--- src/hw/chunk_pkg.sv ---
// package: register map, chunk kinds and layout constants for the appender
package chunk_pkg;

	// ----------------------------------------------------------------
	// register map (byte addresses)
	// ----------------------------------------------------------------
	localparam logic [7:0] ADDR_MODE     = 8'h00;
	localparam logic [7:0] ADDR_SELECT   = 8'h04;
	localparam logic [7:0] ADDR_KIND_ON  = 8'h08;
	localparam logic [7:0] ADDR_SEQ_CTRL = 8'h0C;
	localparam logic [7:0] ADDR_STATUS   = 8'h10;
	localparam logic [7:0] ADDR_SNAPSHOT = 8'h14;
	localparam logic [7:0] ADDR_CRC      = 8'h18;

	// ----------------------------------------------------------------
	// field positions and reset values
	// ----------------------------------------------------------------
	localparam int          MODE_BIT       = 0;
	localparam int          SEQ_EN_BIT     = 0;
	localparam int          SEQ_IDX_LSB    = 8;
	localparam int          SEQ_IDX_W      = 8;
	localparam int          STAT_BUSY_BIT  = 0;
	localparam int          STAT_KIND_LSB  = 4;
	localparam logic [31:0] RESET_ZERO     = 32'h0000_0000;

	// ----------------------------------------------------------------
	// chunk kinds, one enable bit each
	// ----------------------------------------------------------------
	localparam int          NUM_KINDS      = 3;
	localparam logic [1:0]  KIND_LINES     = 2'h0;
	localparam logic [1:0]  KIND_SEQ_INDEX = 2'h1;
	localparam logic [1:0]  KIND_CHECKSUM  = 2'h2;

	// ----------------------------------------------------------------
	// snapshot bit assignment: 1 marks a bit that carries a line
	// ----------------------------------------------------------------
	localparam logic [31:0] LINE_BIT_MAP   = 32'h0000_00FF;

	// ----------------------------------------------------------------
	// stream and crc
	// ----------------------------------------------------------------
	localparam int          DATA_W         = 32;
	localparam int          FIFO_DEPTH     = 4;
	localparam logic [15:0] CRC_POLY       = 16'h1021;
	localparam logic [15:0] CRC_INIT       = 16'h0000;

	// ----------------------------------------------------------------
	// axi responses
	// ----------------------------------------------------------------
	localparam logic [1:0]  RESP_OKAY      = 2'h0;
	localparam logic [1:0]  RESP_SLVERR    = 2'h2;

	typedef enum logic [2:0] {
		ST_IDLE  = 3'b000,
		ST_IMAGE = 3'b001,
		ST_LINES = 3'b011,
		ST_SEQ   = 3'b010,
		ST_CRC   = 3'b110
	} frame_state_t;

endpackage

--- src/hw/stream_fifo.sv ---
// module: small valid/ready fifo with parameterised width and depth
`timescale 1ns/10ps
module stream_fifo #(
	parameter int WIDTH = 33,
	parameter int DEPTH = 4
) (
	input  wire logic             core_clk,
	input  wire logic             rst,
	input  wire logic [WIDTH-1:0] in_data,
	input  wire logic             in_valid,
	output logic                  in_ready,
	output logic      [WIDTH-1:0] out_data,
	output logic                  out_valid,
	input  wire logic             out_ready
);
	localparam int AW = $clog2(DEPTH);

	logic [WIDTH-1:0] mem [DEPTH];
	logic [AW-1:0]    wr_ptr_reg;
	logic [AW-1:0]    rd_ptr_reg;
	logic [AW:0]      count_reg;
	logic             push;
	logic             pop;

	assign in_ready  = (count_reg != (AW+1)'(DEPTH));
	assign out_valid = (count_reg != '0);
	assign push      = in_valid && in_ready;
	assign pop       = out_valid && out_ready;
	assign out_data  = mem[rd_ptr_reg];

	always_ff @(posedge core_clk) begin
		if (push) begin
			mem[wr_ptr_reg] <= in_data;
		end
	end

	always_ff @(posedge core_clk) begin
		if (rst) begin
			wr_ptr_reg <= '0;
			rd_ptr_reg <= '0;
			count_reg  <= '0;
		end else begin
			if (push) begin
				wr_ptr_reg <= (wr_ptr_reg == AW'(DEPTH-1)) ? '0 : wr_ptr_reg + 1'b1;
			end
			if (pop) begin
				rd_ptr_reg <= (rd_ptr_reg == AW'(DEPTH-1)) ? '0 : rd_ptr_reg + 1'b1;
			end
			count_reg <= count_reg + (AW+1)'(push) - (AW+1)'(pop);
		end
	end
endmodule

--- src/hw/crc_xmodem.sv ---
// module: x-modem crc-16 accumulator over 32-bit words, msb byte first
`timescale 1ns/10ps
module crc_xmodem
	import chunk_pkg::*;
(
	input  wire logic        core_clk,
	input  wire logic        rst,
	input  wire logic        clear,
	input  wire logic        word_en,
	input  wire logic [31:0] word,
	output logic      [15:0] crc
);
	logic [15:0] crc_reg;

	function automatic logic [15:0] crc_byte(input logic [15:0] c,
	                                         input logic [7:0]  b);
		logic [15:0] r;
		r = c ^ {b, 8'h00};
		for (int i = 0; i < 8; i++) begin
			r = r[15] ? ((r << 1) ^ CRC_POLY) : (r << 1);
		end
		return r;
	endfunction

	function automatic logic [15:0] crc_word(input logic [15:0] c,
	                                         input logic [31:0] w);
		logic [15:0] r;
		r = c;
		for (int i = 3; i >= 0; i--) begin
			r = crc_byte(r, w[i*8 +: 8]);
		end
		return r;
	endfunction

	assign crc = crc_reg;

	always_ff @(posedge core_clk) begin
		if (rst || clear) begin
			crc_reg <= CRC_INIT;
		end else if (word_en) begin
			crc_reg <= crc_word(crc_reg, word);
		end
	end
endmodule

--- src/hw/image_chunk_appender.sv ---
// module: appends line-level, sequence-index and checksum chunks to images
// Operation
// - trigger captures all line levels per image
// - snapshot is one 32-bit word
// - bit reads 0 low, 1 high
// - kinds enable only with global switch on
// - select kind, set on, append every image
// - checksum chunk carries x-modem crc
// - crc covers payload and chunks, not itself
// - checksum chunk always placed last
// - sequence chunk carries applied set index
// - sequence chunk needs sequencer enabled
`timescale 1ns/10ps
module image_chunk_appender
	import chunk_pkg::*;
(
	input  wire logic              core_clk,
	input  wire logic              rst,
	// axi4-lite slave
	input  wire logic [7:0]        s_axi_awaddr,
	input  wire logic              s_axi_awvalid,
	output logic                   s_axi_awready,
	input  wire logic [31:0]       s_axi_wdata,
	input  wire logic [3:0]        s_axi_wstrb,
	input  wire logic              s_axi_wvalid,
	output logic                   s_axi_wready,
	output logic [1:0]             s_axi_bresp,
	output logic                   s_axi_bvalid,
	input  wire logic              s_axi_bready,
	input  wire logic [7:0]        s_axi_araddr,
	input  wire logic              s_axi_arvalid,
	output logic                   s_axi_arready,
	output logic [31:0]            s_axi_rdata,
	output logic [1:0]             s_axi_rresp,
	output logic                   s_axi_rvalid,
	input  wire logic              s_axi_rready,
	// acquisition and lines
	input  wire logic              acq_trigger,
	input  wire logic [31:0]       line_levels,
	input  wire logic [SEQ_IDX_W-1:0] seq_set_index,
	// image payload in
	input  wire logic [DATA_W-1:0] img_data,
	input  wire logic              img_valid,
	input  wire logic              img_last,
	output logic                   img_ready,
	// framed stream out
	output logic [DATA_W-1:0]      out_data,
	output logic                   out_valid,
	output logic                   out_last,
	input  wire logic              out_ready
);
	// ----------------------------------------------------------------
	// configuration registers
	// ----------------------------------------------------------------
	logic                 mode_reg;
	logic [1:0]           select_reg;
	logic [NUM_KINDS-1:0] kind_on_reg;
	logic                 seq_en_reg;
	logic [31:0]          snapshot_reg;
	logic [SEQ_IDX_W-1:0] seq_idx_reg;
	logic [NUM_KINDS-1:0] frame_kinds_reg;
	logic [15:0]          last_crc_reg;
	frame_state_t         state_reg;
	frame_state_t         state_next;

	// ----------------------------------------------------------------
	// axi write channel
	// ----------------------------------------------------------------
	logic        aw_held_reg;
	logic        w_held_reg;
	logic [7:0]  aw_addr_reg;
	logic [31:0] w_data_reg;
	logic [3:0]  w_strb_reg;
	logic        wr_do;
	logic        wr_hit;

	assign s_axi_awready = !aw_held_reg && !s_axi_bvalid;
	assign s_axi_wready  = !w_held_reg && !s_axi_bvalid;
	assign wr_do         = aw_held_reg && w_held_reg && !s_axi_bvalid;

	always_ff @(posedge core_clk) begin
		if (rst) begin
			aw_held_reg <= 1'b0;
			w_held_reg  <= 1'b0;
			aw_addr_reg <= 8'h00;
			w_data_reg  <= RESET_ZERO;
			w_strb_reg  <= 4'h0;
		end else begin
			if (s_axi_awvalid && s_axi_awready) begin
				aw_held_reg <= 1'b1;
				aw_addr_reg <= s_axi_awaddr;
			end else if (wr_do) begin
				aw_held_reg <= 1'b0;
			end
			if (s_axi_wvalid && s_axi_wready) begin
				w_held_reg <= 1'b1;
				w_data_reg <= s_axi_wdata;
				w_strb_reg <= s_axi_wstrb;
			end else if (wr_do) begin
				w_held_reg <= 1'b0;
			end
		end
	end

	always_comb begin
		if (aw_addr_reg == ADDR_MODE) begin
			wr_hit = 1'b1;
		end else if (aw_addr_reg == ADDR_SELECT) begin
			wr_hit = 1'b1;
		end else if (aw_addr_reg == ADDR_KIND_ON) begin
			wr_hit = 1'b1;
		end else if (aw_addr_reg == ADDR_SEQ_CTRL) begin
			wr_hit = 1'b1;
		end else begin
			wr_hit = 1'b0;
		end
	end

	always_ff @(posedge core_clk) begin
		if (rst) begin
			s_axi_bvalid <= 1'b0;
			s_axi_bresp  <= RESP_OKAY;
		end else if (wr_do) begin
			s_axi_bvalid <= 1'b1;
			s_axi_bresp  <= wr_hit ? RESP_OKAY : RESP_SLVERR;
		end else if (s_axi_bready) begin
			s_axi_bvalid <= 1'b0;
		end
	end

	// ----------------------------------------------------------------
	// register writes
	// ----------------------------------------------------------------
	logic wr_b0;

	assign wr_b0 = wr_do && w_strb_reg[0];

	always_ff @(posedge core_clk) begin
		if (rst) begin
			mode_reg   <= 1'b0;
			select_reg <= KIND_LINES;
			seq_en_reg <= 1'b0;
		end else if (wr_b0) begin
			if (aw_addr_reg == ADDR_MODE) begin
				mode_reg <= w_data_reg[MODE_BIT];
			end else if (aw_addr_reg == ADDR_SELECT) begin
				select_reg <= w_data_reg[1:0];
			end else if (aw_addr_reg == ADDR_SEQ_CTRL) begin
				seq_en_reg <= w_data_reg[SEQ_EN_BIT];
			end
		end
	end

	// per-kind enable through the selector
	always_ff @(posedge core_clk) begin
		if (rst) begin
			kind_on_reg <= '0;
		end else if (!mode_reg) begin
			kind_on_reg <= '0;
		end else begin
			if (wr_b0 && aw_addr_reg == ADDR_KIND_ON
			    && select_reg < 2'(NUM_KINDS)) begin
				if (w_data_reg[0] && select_reg == KIND_SEQ_INDEX
				    && !seq_en_reg) begin
					kind_on_reg[KIND_SEQ_INDEX] <= 1'b0;
				end else begin
					kind_on_reg[select_reg] <= w_data_reg[0];
				end
			end
			if (!seq_en_reg) begin
				kind_on_reg[KIND_SEQ_INDEX] <= 1'b0;
			end
		end
	end

	// ----------------------------------------------------------------
	// axi read channel
	// ----------------------------------------------------------------
	logic [31:0] rd_word;
	logic        rd_hit;

	assign s_axi_arready = !s_axi_rvalid;

	always_comb begin
		rd_hit  = 1'b1;
		if (s_axi_araddr == ADDR_MODE) begin
			rd_word = {31'h0, mode_reg};
		end else if (s_axi_araddr == ADDR_SELECT) begin
			rd_word = {30'h0, select_reg};
		end else if (s_axi_araddr == ADDR_KIND_ON) begin
			rd_word = {31'h0, (select_reg < 2'(NUM_KINDS))
			           && kind_on_reg[select_reg]};
		end else if (s_axi_araddr == ADDR_SEQ_CTRL) begin
			rd_word = {16'h0, seq_idx_reg, 7'h0, seq_en_reg};
		end else if (s_axi_araddr == ADDR_STATUS) begin
			rd_word = {25'h0, frame_kinds_reg, 3'h0,
			           state_reg != ST_IDLE};
		end else if (s_axi_araddr == ADDR_SNAPSHOT) begin
			rd_word = snapshot_reg;
		end else if (s_axi_araddr == ADDR_CRC) begin
			rd_word = {16'h0, last_crc_reg};
		end else begin
			rd_word = RESET_ZERO;
			rd_hit  = 1'b0;
		end
	end

	always_ff @(posedge core_clk) begin
		if (rst) begin
			s_axi_rvalid <= 1'b0;
			s_axi_rdata  <= RESET_ZERO;
			s_axi_rresp  <= RESP_OKAY;
		end else if (s_axi_arvalid && s_axi_arready) begin
			s_axi_rvalid <= 1'b1;
			s_axi_rdata  <= rd_word;
			s_axi_rresp  <= rd_hit ? RESP_OKAY : RESP_SLVERR;
		end else if (s_axi_rready) begin
			s_axi_rvalid <= 1'b0;
		end
	end

	// ----------------------------------------------------------------
	// trigger capture
	// ----------------------------------------------------------------
	logic trig_take;

	assign trig_take = acq_trigger && state_reg == ST_IDLE;

	always_ff @(posedge core_clk) begin
		if (rst) begin
			snapshot_reg    <= RESET_ZERO;
			seq_idx_reg     <= '0;
			frame_kinds_reg <= '0;
		end else if (trig_take) begin
			snapshot_reg    <= line_levels & LINE_BIT_MAP;
			seq_idx_reg     <= seq_set_index;
			frame_kinds_reg <= kind_on_reg;
		end
	end

	// ----------------------------------------------------------------
	// framing state machine
	// ----------------------------------------------------------------
	logic              fifo_in_ready;
	logic              fifo_in_valid;
	logic [DATA_W-1:0] fifo_word;
	logic              fifo_last;
	logic              word_go;
	logic [15:0]       crc_now;
	logic              any_tail;

	assign any_tail = |frame_kinds_reg;
	assign img_ready = state_reg == ST_IMAGE && fifo_in_ready;
	assign word_go  = fifo_in_valid && fifo_in_ready;

	always_comb begin
		state_next    = state_reg;
		fifo_in_valid = 1'b0;
		fifo_word     = img_data;
		fifo_last     = 1'b0;
		case (state_reg)
			ST_IDLE: begin
				if (trig_take) begin
					state_next = ST_IMAGE;
				end
			end
			ST_IMAGE: begin
				fifo_in_valid = img_valid;
				fifo_last     = img_last && !any_tail;
				if (img_valid && fifo_in_ready && img_last) begin
					if (frame_kinds_reg[KIND_LINES]) begin
						state_next = ST_LINES;
					end else if (frame_kinds_reg[KIND_SEQ_INDEX]) begin
						state_next = ST_SEQ;
					end else if (frame_kinds_reg[KIND_CHECKSUM]) begin
						state_next = ST_CRC;
					end else begin
						state_next = ST_IDLE;
					end
				end
			end
			ST_LINES: begin
				fifo_in_valid = 1'b1;
				fifo_word     = snapshot_reg;
				fifo_last     = !frame_kinds_reg[KIND_SEQ_INDEX]
				                && !frame_kinds_reg[KIND_CHECKSUM];
				if (fifo_in_ready) begin
					if (frame_kinds_reg[KIND_SEQ_INDEX]) begin
						state_next = ST_SEQ;
					end else if (frame_kinds_reg[KIND_CHECKSUM]) begin
						state_next = ST_CRC;
					end else begin
						state_next = ST_IDLE;
					end
				end
			end
			ST_SEQ: begin
				fifo_in_valid = 1'b1;
				fifo_word     = {24'h0, seq_idx_reg};
				fifo_last     = !frame_kinds_reg[KIND_CHECKSUM];
				if (fifo_in_ready) begin
					state_next = frame_kinds_reg[KIND_CHECKSUM]
					             ? ST_CRC : ST_IDLE;
				end
			end
			ST_CRC: begin
				fifo_in_valid = 1'b1;
				fifo_word     = {16'h0, crc_now};
				fifo_last     = 1'b1;
				if (fifo_in_ready) begin
					state_next = ST_IDLE;
				end
			end
			default: begin
				state_next = ST_IDLE;
			end
		endcase
	end

	always_ff @(posedge core_clk) begin
		if (rst) begin
			state_reg <= ST_IDLE;
		end else begin
			state_reg <= state_next;
		end
	end

	always_ff @(posedge core_clk) begin
		if (rst) begin
			last_crc_reg <= 16'h0000;
		end else if (state_reg == ST_CRC && fifo_in_ready) begin
			last_crc_reg <= crc_now;
		end
	end

	// ----------------------------------------------------------------
	// checksum and output buffering
	// ----------------------------------------------------------------
	crc_xmodem u_crc (
		.core_clk (core_clk),
		.rst      (rst),
		.clear    (trig_take),
		.word_en  (word_go && state_reg != ST_CRC),
		.word     (fifo_word),
		.crc      (crc_now)
	);

	stream_fifo #(
		.WIDTH (DATA_W + 1),
		.DEPTH (FIFO_DEPTH)
	) u_fifo (
		.core_clk  (core_clk),
		.rst       (rst),
		.in_data   ({fifo_last, fifo_word}),
		.in_valid  (fifo_in_valid),
		.in_ready  (fifo_in_ready),
		.out_data  ({out_last, out_data}),
		.out_valid (out_valid),
		.out_ready (out_ready)
	);
endmodule

--- config.mk ---
export PLATFORM = sky130hd
export DESIGN_NAME = image_chunk_appender
export DESIGN_NICKNAME = d
export VERILOG_FILES = /design/src/hw/chunk_pkg.sv /design/src/hw/stream_fifo.sv /design/src/hw/crc_xmodem.sv /design/src/hw/image_chunk_appender.sv
export SDC_FILE = /design/constraint.sdc
export NUM_CORES = 1
export LEC_CHECK = 0
export BUFFER_PORTS_ARGS = -buffer_cell sky130_fd_sc_hd__buf_2
export CORE_MARGIN = 2
export CORE_UTILIZATION = 30
export CTS_CLUSTER_SIZE = 8
export DETAILED_ROUTE_END_ITERATION = 6
export PLACE_DENSITY = 0.6
export SYNTH_ARGS = -nofsm -noshare
export SYNTH_HDL_FRONTEND = slang
export SYNTH_SLANG_ARGS = --single-unit
--- constraint.sdc ---
create_clock -name core_clk -period 3.1 [get_ports core_clk]
set_input_delay 0.155 -clock core_clk [delete_from_list [all_inputs] [get_ports core_clk]]
set_output_delay 0.155 -clock core_clk [all_outputs]
set_load 0.01 [all_outputs]
==> summary.md, run 1 <==
| Metric | Value |
|---|---|
| Starting density of the core | `0.304` |
| GP Congestion | `0.858` |
| Crit path DAT | `3.38 ns` |
| Rel. slew slack | `0.502` |
| I/O Buffers | `135` |
| Vias in the first global route | `7858` |
| Clock Tree Root | `clkbuf_16` |
| Worst-Margin Slew | `0.745 ns` |
| Worst skew pair latency | `0.51 ns` |
| Total grt overflow | `0` |
| Unique cell type count in the Yosys netlist | `63` |
| Full die area | `38600 sq um` |
| Synth Area in Simple Gates | `0.116` |
| Unrepaired setup endpoints after global routing | `true` |
| # DRC | `0` |
| Hold WC Path Type | `input port to flop` |
| Final Hold Viols | `0` |
| Pin count of the biggest net entering global routing | `37` |
| Drt initial violations | `469` |
| Post-synth EDFFs | `132` |
| Yosys synthesis warning count | `0` |
| Final total power | `11.6 mW` |
| Startpoint types | `flop` |
| Fin crit period | `2.99 ns` |
| CTS tree | `done` |
| WL/cell | `18.3 microns` |
| Fraction of layout cells with a size suffix above 1 | `0.265` |
| Post-route setup slack | `0.107 ns` |
| Worst setup path start | `state_reg[1]$_SDFFE_PP0P_` |
| CTS max path bufs | `3` |
| Synthesized instance count | `952` |
| Slew Viols, Final | `0` |
| Critical path class | `flop to flop` |
| Synth top area cells | `edfxtp_1 (36%), dfxtp_1 (19%), mux4_2 (6.7%), a21oi_1 (4.2%), nand2_1 (4.2%)` |
| Status | `finished clean` |
| Core Region | `36500 sq um` |
| Main synth FF type | `edfxtp_1` |
| Initial antenna violation count | `7` |
| Worst Skew | `0.0151 ns` |
| Leak | `5.18 nW` |
| Fmax | `334 MHz` |
| Mux cell area share after synthesis | `0.0920` |
| Post-synthesis xor/xnor area fraction | `0.101` |
| Area of the mapped netlist | `11100 sq um` |
| Register area share after synthesis | `0.542` |
| FP Rows | `70` |
| Clock sink count | `235` |
| Dpl hpwl | `21400 microns` |
| Num ports | `211` |
| H-tree depth | `2` |
| Pwr/cell area | `829 nW/um^2` |
| # setup viols final | `0` |
| Maximum fanout along the worst path | `10` |
| Routed wire length | `30100 microns` |
| Final Cycle Share | `0.966` |
| Pre-CTS setup slack | `-0.0226 ns` |
| CP Capture Type | `flop` |
| Max-cap violations | `0` |
| Post-DP Area | `12500 sq um` |
| Share of the synthesized area in the top cell type | `0.356` |
| Largest reg by FF count | `u_fifo.mem` |
| Post-DR vias/cell | `4.86` |
| Die Ht | `197 microns` |
| Die span in x | `197 microns` |
| Synth Area in Adders | `0.00968` |
| Net count, final | `1292` |
| CP required | `3.49 ns` |
| Max reg flops | `132` |
| IR drop worst, VDD | `0.626 mV` |
| First-pass GRT wire length | `45100 microns` |
| Async SR Flop Fraction | `0` |
| Area Overhead vs Synth | `25.5%` |
| CTS Buf Count | `35` |
| Setup_tns | `0 ns` |
| Syn_area_per_cell | `11.7 sq um` |
| Global Route Usage Sum | `0.154` |
| Reg-to-Reg Start | `state_reg[1]$_SDFFE_PP0P_` |
| ANT nets after route | `0` |
| Flops & latches, synth | `235` |
| DRT Pass-1 Iters | `5` |
| Routed vias | `7970` |
| Min-delay src | `out_ready` |
| Synth area leader | `edfxtp_1` |
| Design area | `14000 sq um` |
| Reg clk slew, reported paths | `0.05 ns` |
| Largest family of logic cells by synthesized area | `simple AND/OR/NAND/NOR gates` |
| Compound-Gate Fraction of Synth Area | `0.0989` |
## synthesized netlist by cell type (7+ instances only)
cell / n
a21oi_1: 93
a22oi_1: 18
and2_1: 22
buf_2: 9
buf_4: 19
clkbuf_1: 41
dfxtp_1: 103
edfxtp_1: 132
ha_1: 7
inv_1: 15
mux2_2: 8
mux2i_1: 19
mux4_2: 33
nand2_1: 123
nand2b_1: 13
nand3_1: 8
nor2_1: 74
nor2b_1: 9
nor3_1: 22
o21ai_0: 15
o22ai_1: 13
o2bb2ai_1: 7
xnor2_1: 41
xnor3_1: 14
xor2_1: 24
## cell families after synthesis
| group | Yosys count |
|---|---|
| flops | 235 |
| compound gates | 175 |
| mux | 60 |
| other cells | 1 |
| xor+xnor | 92 |
| fa+ha+maj | 8 |
| simple gates | 288 |
| buf+inv | 93 |
## routing by layer
metal,GRT usage,vias to the layer above,part of all wire
met1,0.199,3858,0.43
met2,0.257,273,0.47
met5,0,-,0.0019
met4,0.0474,8,0.028
li1,-,3770,-
met3,0.0356,61,0.067
## power breakdown
group          internal [mW]  switching (mW)  total, mW
combinational           2.35            2.17       4.52
sequential              3.46           0.143       3.60
clock                   2.10            1.35       3.45
total                   7.90            3.67       11.6
## final timing paths
kind                            cells past startpoint  slack [ns]                           to
worst max-delay path                                9        0.11    u_crc.crc[5]$_SDFFE_PP0P_
worst min-delay path                                4        0.03                         flop
worst max register to register                      9        0.11    u_crc.crc[5]$_SDFFE_PP0P_
worst min register to register                      2        0.45  aw_addr_reg[1]$_SDFFE_PP0P_
## cell usage in the layout (no fill, tap or decap), types with 33 or more instances in the layout
cell type,netlist,layout
a21oi_1,93,92
buf_2,9,135
buf_4,19,46
clkbuf_16,0,35
dfxtp_1,103,99
edfxtp_1,132,132
mux4_2,33,33
nand2_1,123,123
nor2_1,74,74
xnor2_1,41,37
## metrics by stage
stage | instances | hold WS (ns) | util
floorplan | 969 | 0.254 | -
global placement | 1543 | 0.343 | 0.342
detailed placement | 1543 | 0.343 | 0.342
finish | 1640 | 0.0288 | 0.382
global route | 1637 | 0.0504 | 0.382
CTS | 1630 | 0.0210 | 0.378
## repair_timing
action	4_1_cts	5_1_grt
hold endpoints to repair	29	0
setup buffers	0	6
resized for setup	6	20
pin swaps	0	4
endpoints found under the setup margin	2	13
hold buffers	30	0
cloned	0	1
## layout make-up
type,instances,area (sq um)
clock buffers,53,943
repair buffers,219,1460
well taps,468,586
diodes,3,7.51
fillers,3511,22600
flip-flops and latches,235,6040
clock inverters,4,60.1
inverters,16,60.1
multi-input cells,642,4810
## worst max-delay path, stage by stage, from the launching register on
cell and delay (ns):
dfxtp_2 0.43, buf_4 0.21, nand2_1 0.07, o221ai_2 0.34, xor2_4 0.28, xnor3_1 0.40
xor2_1 0.28, xnor3_2 0.53, nand3b_1 0.18, o2111a_1 0.14
(Power assumes the default switching activity.)
==> run 2, diff against run 1 <==
Settings changed: CORE_ASPECT_RATIO set to 1.4.
==> run 2 against run 1 <==
Against the previous run: sequential cell count stayed put; clock power hardly changed; power is 0.48% higher; count of clock-buffer cells in the layout stayed put; critical path type unchanged; critical endpoint unchanged.
==> summary.md, run 2 (same netlist as run 1, synthesis figures left out) <==
| Metric | Value |
|---|---|
| Worst Skew | `0.0213 ns (+0.00618 ns)` |
| Met3 routed WL | `1490 microns (-26%)` |
| Max stage delay on crit path | `0.46 ns (-0.07 ns)` |
| Fin crit period | `3.03 ns (+0.0399 ns)` |
| Die span in x | `167 microns (-15%)` |
| Fillers | `3585 (+2.1%)` |
| Hold WC Path Type | `input port to flop` |
| Cell Chain, Critical Path | `buf_4, nand2b_1, buf_4, nor2_1, a221o_1, xnor3_1, xor2_2, xnor2_2, xnor3_2, nand3b_1, o2111a_1` |
| Max reg flops | `132 (unchanged)` |
| Routed wl met2 | `14900 microns (+4.3%)` |
| Routed vias | `7904 (-0.83%)` |
| Maximum fanout along the worst path | `15 (+5)` |
| Core Util, Final | `0.379 (-0.00316)` |
| Total grt overflow | `0 (unchanged)` |
| Worst-Margin Slew | `0.887 ns (+0.141 ns)` |
| Rel. slew slack | `0.404 (-0.0974)` |
| Pin count of the biggest net entering global routing | `79 (+110%)` |
| Fraction of layout cells with a size suffix above 1 | `0.260 (-0.00554)` |
| Fmax | `330 MHz (-1.3%)` |
| Final Hold Viols | `0 (unchanged)` |
| IR drop worst, VDD | `0.590 mV (-5.9%)` |
| Initial antenna violation count | `1 (-6)` |
| Non-filler cells, final | `1635 (-0.30%)` |
| Drt initial violations | `527 (+12%)` |
| CP max stage cell | `xnor3_1` |
| I/O Buffers | `135 (unchanged)` |
| Routed wire length | `29700 microns (-1.3%)` |
| Startpoint types | `flop` |
| Max-cap violations | `0 (unchanged)` |
| Unrepaired setup endpoints after global routing | `true` |
| Starting density of the core | `0.303 (-0.00113)` |
| # DRC | `0 (unchanged)` |
| Clock sink count | `235 (unchanged)` |
| CTS tree | `done` |
| H-tree depth | `2 (unchanged)` |
| Core Region | `36700 sq um (+0.37%)` |
| Critical path class | `flop to flop` |
| Max layer used | `met5` |
| Crit path top cell by count | `buf_4` |
| Most common cell after layout, fill and taps aside | `buf_2` |
| Clock Tree Root | `clkbuf_16` |
| CP required | `3.51 ns (+0.02 ns)` |
| Post-DR vias/cell | `4.83 (-0.52%)` |
| FP Rows | `83 (+19%)` |
| Vias in the first global route | `7889 (+0.39%)` |
| First-pass GRT wire length | `45200 microns (+0.23%)` |
| Final total power | `11.6 mW (+0.48%)` |
| Net count, final | `1291 (-0.077%)` |
| Worst skew pair latency | `0.52 ns (about the same)` |
| Post-route setup slack | `0.0669 ns (-0.0399 ns)` |
| Reg clk slew, reported paths | `0.05 ns (about the same)` |
| CTS max path bufs | `3 (unchanged)` |
| DRT Pass-1 Iters | `5 (unchanged)` |
| Die Ht | `232 microns (+18%)` |
| Dpl hpwl | `20900 microns (-2.4%)` |
| Status | `finished clean` |
| Leak | `5.15 nW (-0.53%)` |
| Hold slack | `0.0318 ns (+0.00293 ns)` |
| Area Overhead vs Synth | `25.0%` |
| GP Congestion | `0.863 (+0.61%)` |
| CP Capture Type | `flop` |
| WL/cell | `18.2 microns (-0.97%)` |
| Full die area | `38600 sq um (about the same)` |
| Global Route Usage Sum | `0.152 (-0.00208)` |
| M1 WL | `12400 microns (-3.6%)` |
| CTS Buf Count | `35 (unchanged)` |
| ANT nets after route | `0 (unchanged)` |
| Slew Viols, Final | `0 (unchanged)` |
| Largest reg by FF count | `u_fifo.mem` |
| Final Cycle Share | `0.978 (+0.0129)` |
| Placed insts | `1544 (+0.065%)` |
| Num ports | `211 (unchanged)` |
| Most frequent cells in the layout | `buf_2 (135), edfxtp_1 (132), nand2_1 (123)` |
| Pwr/cell area | `837 nW/um^2 (+0.94%)` |
| Crit path DAT | `3.44 ns (+0.06 ns)` |
| # setup viols final | `0 (unchanged)` |
| Pre-CTS setup slack | `-0.0781 ns (-0.0555 ns)` |
## run 2: path summary, 6_finish.rpt
| path | endpoint | from | slack, ns | cells after the start |
|---|---|---|---|---|
| hold reg to reg | aw_addr_reg[7]$_SDFFE_PP0P_ | aw_addr_reg[7]$_SDFFE_PP0P_ | 0.45 | 2 |
| setup / recovery | u_crc.crc[5]$_SDFFE_PP0P_ | state_reg[0]$_SDFFE_PP0P_ | 0.07 | 11 |
| hold / removal | s_axi_rresp[1]$_SDFFE_PP0P_ | s_axi_araddr[3] | 0.03 | 3 |
| setup reg to reg | u_crc.crc[5]$_SDFFE_PP0P_ | state_reg[0]$_SDFFE_PP0P_ | 0.07 | 11 |
## run 2: area by class of cell
type | count | area, sq um | area share
Clock buffer | 53 | 965 | 0.0694
Antenna cell | 1 | 2.50 | 0.000180
Tap cell | 467 | 584 | 0.0420
Timing Repair Buffer | 218 | 1430 | 0.103
Sequential cell | 235 | 6030 | 0.434
Clock inverter | 3 | 32.5 | 0.00234
Inverter | 16 | 60.1 | 0.00432
Multi-Input combinational cell | 642 | 4790 | 0.345
## run 2: metal layers
metal  up-vias  GRT usage
met5         -          0
met4         2     0.0566
met3        53     0.0251
met2       256      0.263
met1      3828      0.191
li1       3765          -
## run 2: where the power goes
group | switching, mW | internal [mW]
Clock | 1.33 | 2.13
Combinational | 2.18 | 2.37
Sequential | 0.163 | 3.46
## run 2: repair_timing
item                                    4_1_cts  5_1_grt
buffers inserted                              0        2
pin swaps                                     0        2
gates cloned                                  0        1
hold buffers                                 31        0
endpoints found under the setup margin        5       12
endpoints found under the hold margin        34        0
gates resized for setup                       1       14
## run 2: per-stage QoR
stage | TNS (ns) | cell area [sq um]
after global routing | -0.0899 | 13900
after CTS | 0 | 13800
after floorplan | 0 | 11200
after global placement | -0.169 | 12500
after detailed placement | -0.197 | 12500
final | 0 | 13900
## run 2: critical path: cells and delay by family, from the launching register on
kind,cells,cell delay [ns]
AND/OR/NAND/NOR,3,0.41
XOR/XNOR,4,1.15
buffers and inverters,2,0.43
AO/OA/AOI/OAI,2,0.50
flip-flops,1,0.43
==> run 3, diff against run 2 <==
==> constraint.sdc (replaced) <==
create_clock -name core_clk -period 3.1 [get_ports core_clk]
set_input_delay 0.155 -clock core_clk [delete_from_list [all_inputs] [get_ports core_clk]]
set_output_delay 0.155 -clock core_clk [all_outputs]
set_load 0.005 [all_outputs]
==> run 3 against run 2 <==
Against the previous run: non-clock buffer count unchanged; count of clock-buffer cells in the layout increased by 1; sequential share of layout area about the same; final cell count about the same; combinational power decreased by 4%; critical path type unchanged.
==> summary.md, run 3 (same netlist as run 1, synthesis figures left out) <==
| Metric | Value |
|---|---|
| Hold Crit Depth | `3 (unchanged)` |
| DRT Pass-1 Iters | `7 (+2)` |
| Fmax | `333 MHz (+1.1%)` |
| Worst-Margin Slew | `0.907 ns (+0.0206 ns)` |
| FP Rows | `83 (unchanged)` |
| Starting density of the core | `0.303 (unchanged)` |
| Final Cycle Share | `0.968 (-0.0103)` |
| Clock Tree Root | `clkbuf_16` |
| CTS tree | `done` |
| Die Ht | `232 microns (unchanged)` |
| Startpoint types | `flop` |
| FF-to-FF path depth | `11 (unchanged)` |
| IR drop worst, VDD | `0.671 mV (+14%)` |
| Fin crit period | `3.00 ns (-0.0320 ns)` |
| CTS Buf Count | `35 (unchanged)` |
| Area Overhead vs Synth | `25.0% (about the same)` |
| Pin count of the biggest net entering global routing | `79 (unchanged)` |
| First-pass GRT wire length | `45000 microns (-0.49%)` |
| Reg-to-Reg Start | `state_reg[0]$_SDFFE_PP0P_` |
| Fraction of layout cells with a size suffix above 1 | `0.259 (about the same)` |
| Worst Skew | `0.0189 ns (-0.00232 ns)` |
| Rel. slew slack | `0.391 (-0.0138)` |
| Unrepaired setup endpoints after global routing | `true` |
| Vias in the first global route | `7961 (+0.91%)` |
| # DRC | `0 (unchanged)` |
| Routed vias | `7934 (+0.38%)` |
| WL/cell | `18.1 microns (-0.26%)` |
| Reg clk slew, reported paths | `0.05 ns (about the same)` |
| Final total power | `11.6 mW (-0.45%)` |
| Post-DR vias/cell | `4.85 (+0.32%)` |
| CP required | `3.49 ns (-0.02 ns)` |
| Slew Viols, Final | `0 (unchanged)` |
| Hold endpoint | `s_axi_rresp[1]$_SDFFE_PP0P_` |
| Max reg flops | `132 (unchanged)` |
| Leak | `5.16 nW (about the same)` |
| Worst skew pair latency | `0.52 ns (about the same)` |
| Seq. cell area | `6030 sq um (unchanged)` |
| Drt initial violations | `685 (+30%)` |
| Initial antenna violation count | `0 (-1)` |
| Full die area | `38600 sq um (unchanged)` |
| Dpl hpwl | `21100 microns (+1.2%)` |
| Crit path DAT | `3.39 ns (-0.05 ns)` |
| Hold slack | `0.0511 ns (+0.0193 ns)` |
| CP Capture Type | `flop` |
| Pwr/cell area | `833 nW/um^2 (-0.50%)` |
| I/O Buffers | `135 (unchanged)` |
| Global Route Usage Sum | `0.152 (-0.000270)` |
| Max-cap violations | `0 (unchanged)` |
| Placed insts | `1545 (+0.065%)` |
| CTS max path bufs | `3 (unchanged)` |
| Net count, final | `1291 (unchanged)` |
| Maximum fanout along the worst path | `15 (unchanged)` |
| Num ports | `211 (unchanged)` |
| # setup viols final | `0 (unchanged)` |
| R2r endpoint | `u_crc.crc[5]$_SDFFE_PP0P_` |
| Clock sink count | `235 (unchanged)` |
| Fillers | `3544 (-1.1%)` |
| Multi-input gate area in the final layout | `4770 sq um (-0.57%)` |
| Most frequent cells in the layout | `buf_2 (135), edfxtp_1 (132), nand2_1 (123)` |
| Status | `finished clean` |
| ANT nets after route | `0 (unchanged)` |
| Min-delay src | `s_axi_araddr[3]` |
| R2R Setup Slk | `0.1 ns (+0.03 ns)` |
| Hold WC Path Type | `input port to flop` |
| Core Region | `36700 sq um (unchanged)` |
| Final Hold Viols | `0 (unchanged)` |
| Total grt overflow | `0 (unchanged)` |
| Most common cell after layout, fill and taps aside | `buf_2` |
| H-tree depth | `2 (unchanged)` |
| GP Congestion | `0.864 (about the same)` |
| Non-filler cells, final | `1636 (+0.061%)` |
| Critical path class | `flop to flop` |
| Die span in x | `167 microns (unchanged)` |
| Routed wire length | `29600 microns (-0.20%)` |
| Largest reg by FF count | `u_fifo.mem` |
[run 3: cell count changes in the layout (fill, tap and decap cells not counted), sizes merged]
cell and delta:
clkinvlp -1, clkbuf +1, bufinv +1
[run 3: per-stage QoR]
step	setup TNS [ns]	util	instance area, sq um	setup WS (ns)
after floorplan	0	-	11200	0.144
after global placement	-0.186	0.341	12500	-0.0789
after detailed placement	-0.154	0.341	12500	-0.0610
after CTS	0	0.377	13800	0.0349
after global routing	-0.0168	0.379	13900	-0.0156
final	0	0.379	13900	0.0989
[run 3: routing by layer]
layer  track usage  share of wire
met1         0.186           0.42
met2         0.267           0.50
met3        0.0254          0.046
met4        0.0585          0.030
met5             0              0
[run 3: worst max-delay path: stages, from the launching register on]
cell and delay (ns):
dfxtp_2 0.43, buf_6 0.20, nand2b_1 0.17, buf_4 0.20
nor2_1 0.06, a221o_1 0.34, xnor3_1 0.41, xor2_1 0.24
xnor2_2 0.17, xnor3_2 0.33, nand3b_1 0.18, o2111a_1 0.15
[run 3: worst max-delay path by stage]
stage | start | to | depth (start not counted)
after global routing | state_reg[0]$_SDFFE_PP0P_ | u_crc.crc[5]$_SDFFE_PP0P_ | 11
after floorplan | state_reg[1]$_SDFFE_PP0P_ | u_fifo.mem[3][0]$_DFFE_PP_ | 6
after global placement | state_reg[0]$_SDFFE_PP0P_ | u_crc.crc[15]$_SDFFE_PP0P_ | 9
after detailed placement | state_reg[0]$_SDFFE_PP0P_ | u_crc.crc[15]$_SDFFE_PP0P_ | 9
after CTS | state_reg[2]$_SDFFE_PP0P_ | u_crc.crc[13]$_SDFFE_PP0P_ | 10
final | state_reg[0]$_SDFFE_PP0P_ | u_crc.crc[5]$_SDFFE_PP0P_ | 11
[run 3: cell type report]
| cell class | instances | share of cell area |
|---|---|---|
| Antenna cell | 1 | 0.000180 |
| Clock buffer | 54 | 0.0697 |
| Clock inverter | 3 | 0.00396 |
| Inverter | 16 | 0.00432 |
| Multi-Input combinational cell | 642 | 0.343 |
| Sequential cell | 235 | 0.434 |
| Tap cell | 467 | 0.0420 |
| Timing Repair Buffer | 218 | 0.103 |
[run 3: power by group]
part / internal [mW] / switching (mW) / leakage (nW)
Sequential: 3.46 / 0.199 / 2.03
Clock: 2.22 / 1.32 / 0.490
Combinational: 2.33 / 2.05 / 2.63
[run 3: repair_timing]
item                                    in CTS  in global routing
buffers inserted                             0                  1
pin swaps                                    0                  3
gates cloned                                 0                  1
gates resized for setup                      1                 15
hold buffers                                31                  0
endpoints found under the setup margin       5                 13
endpoints found under the hold margin       34                  0
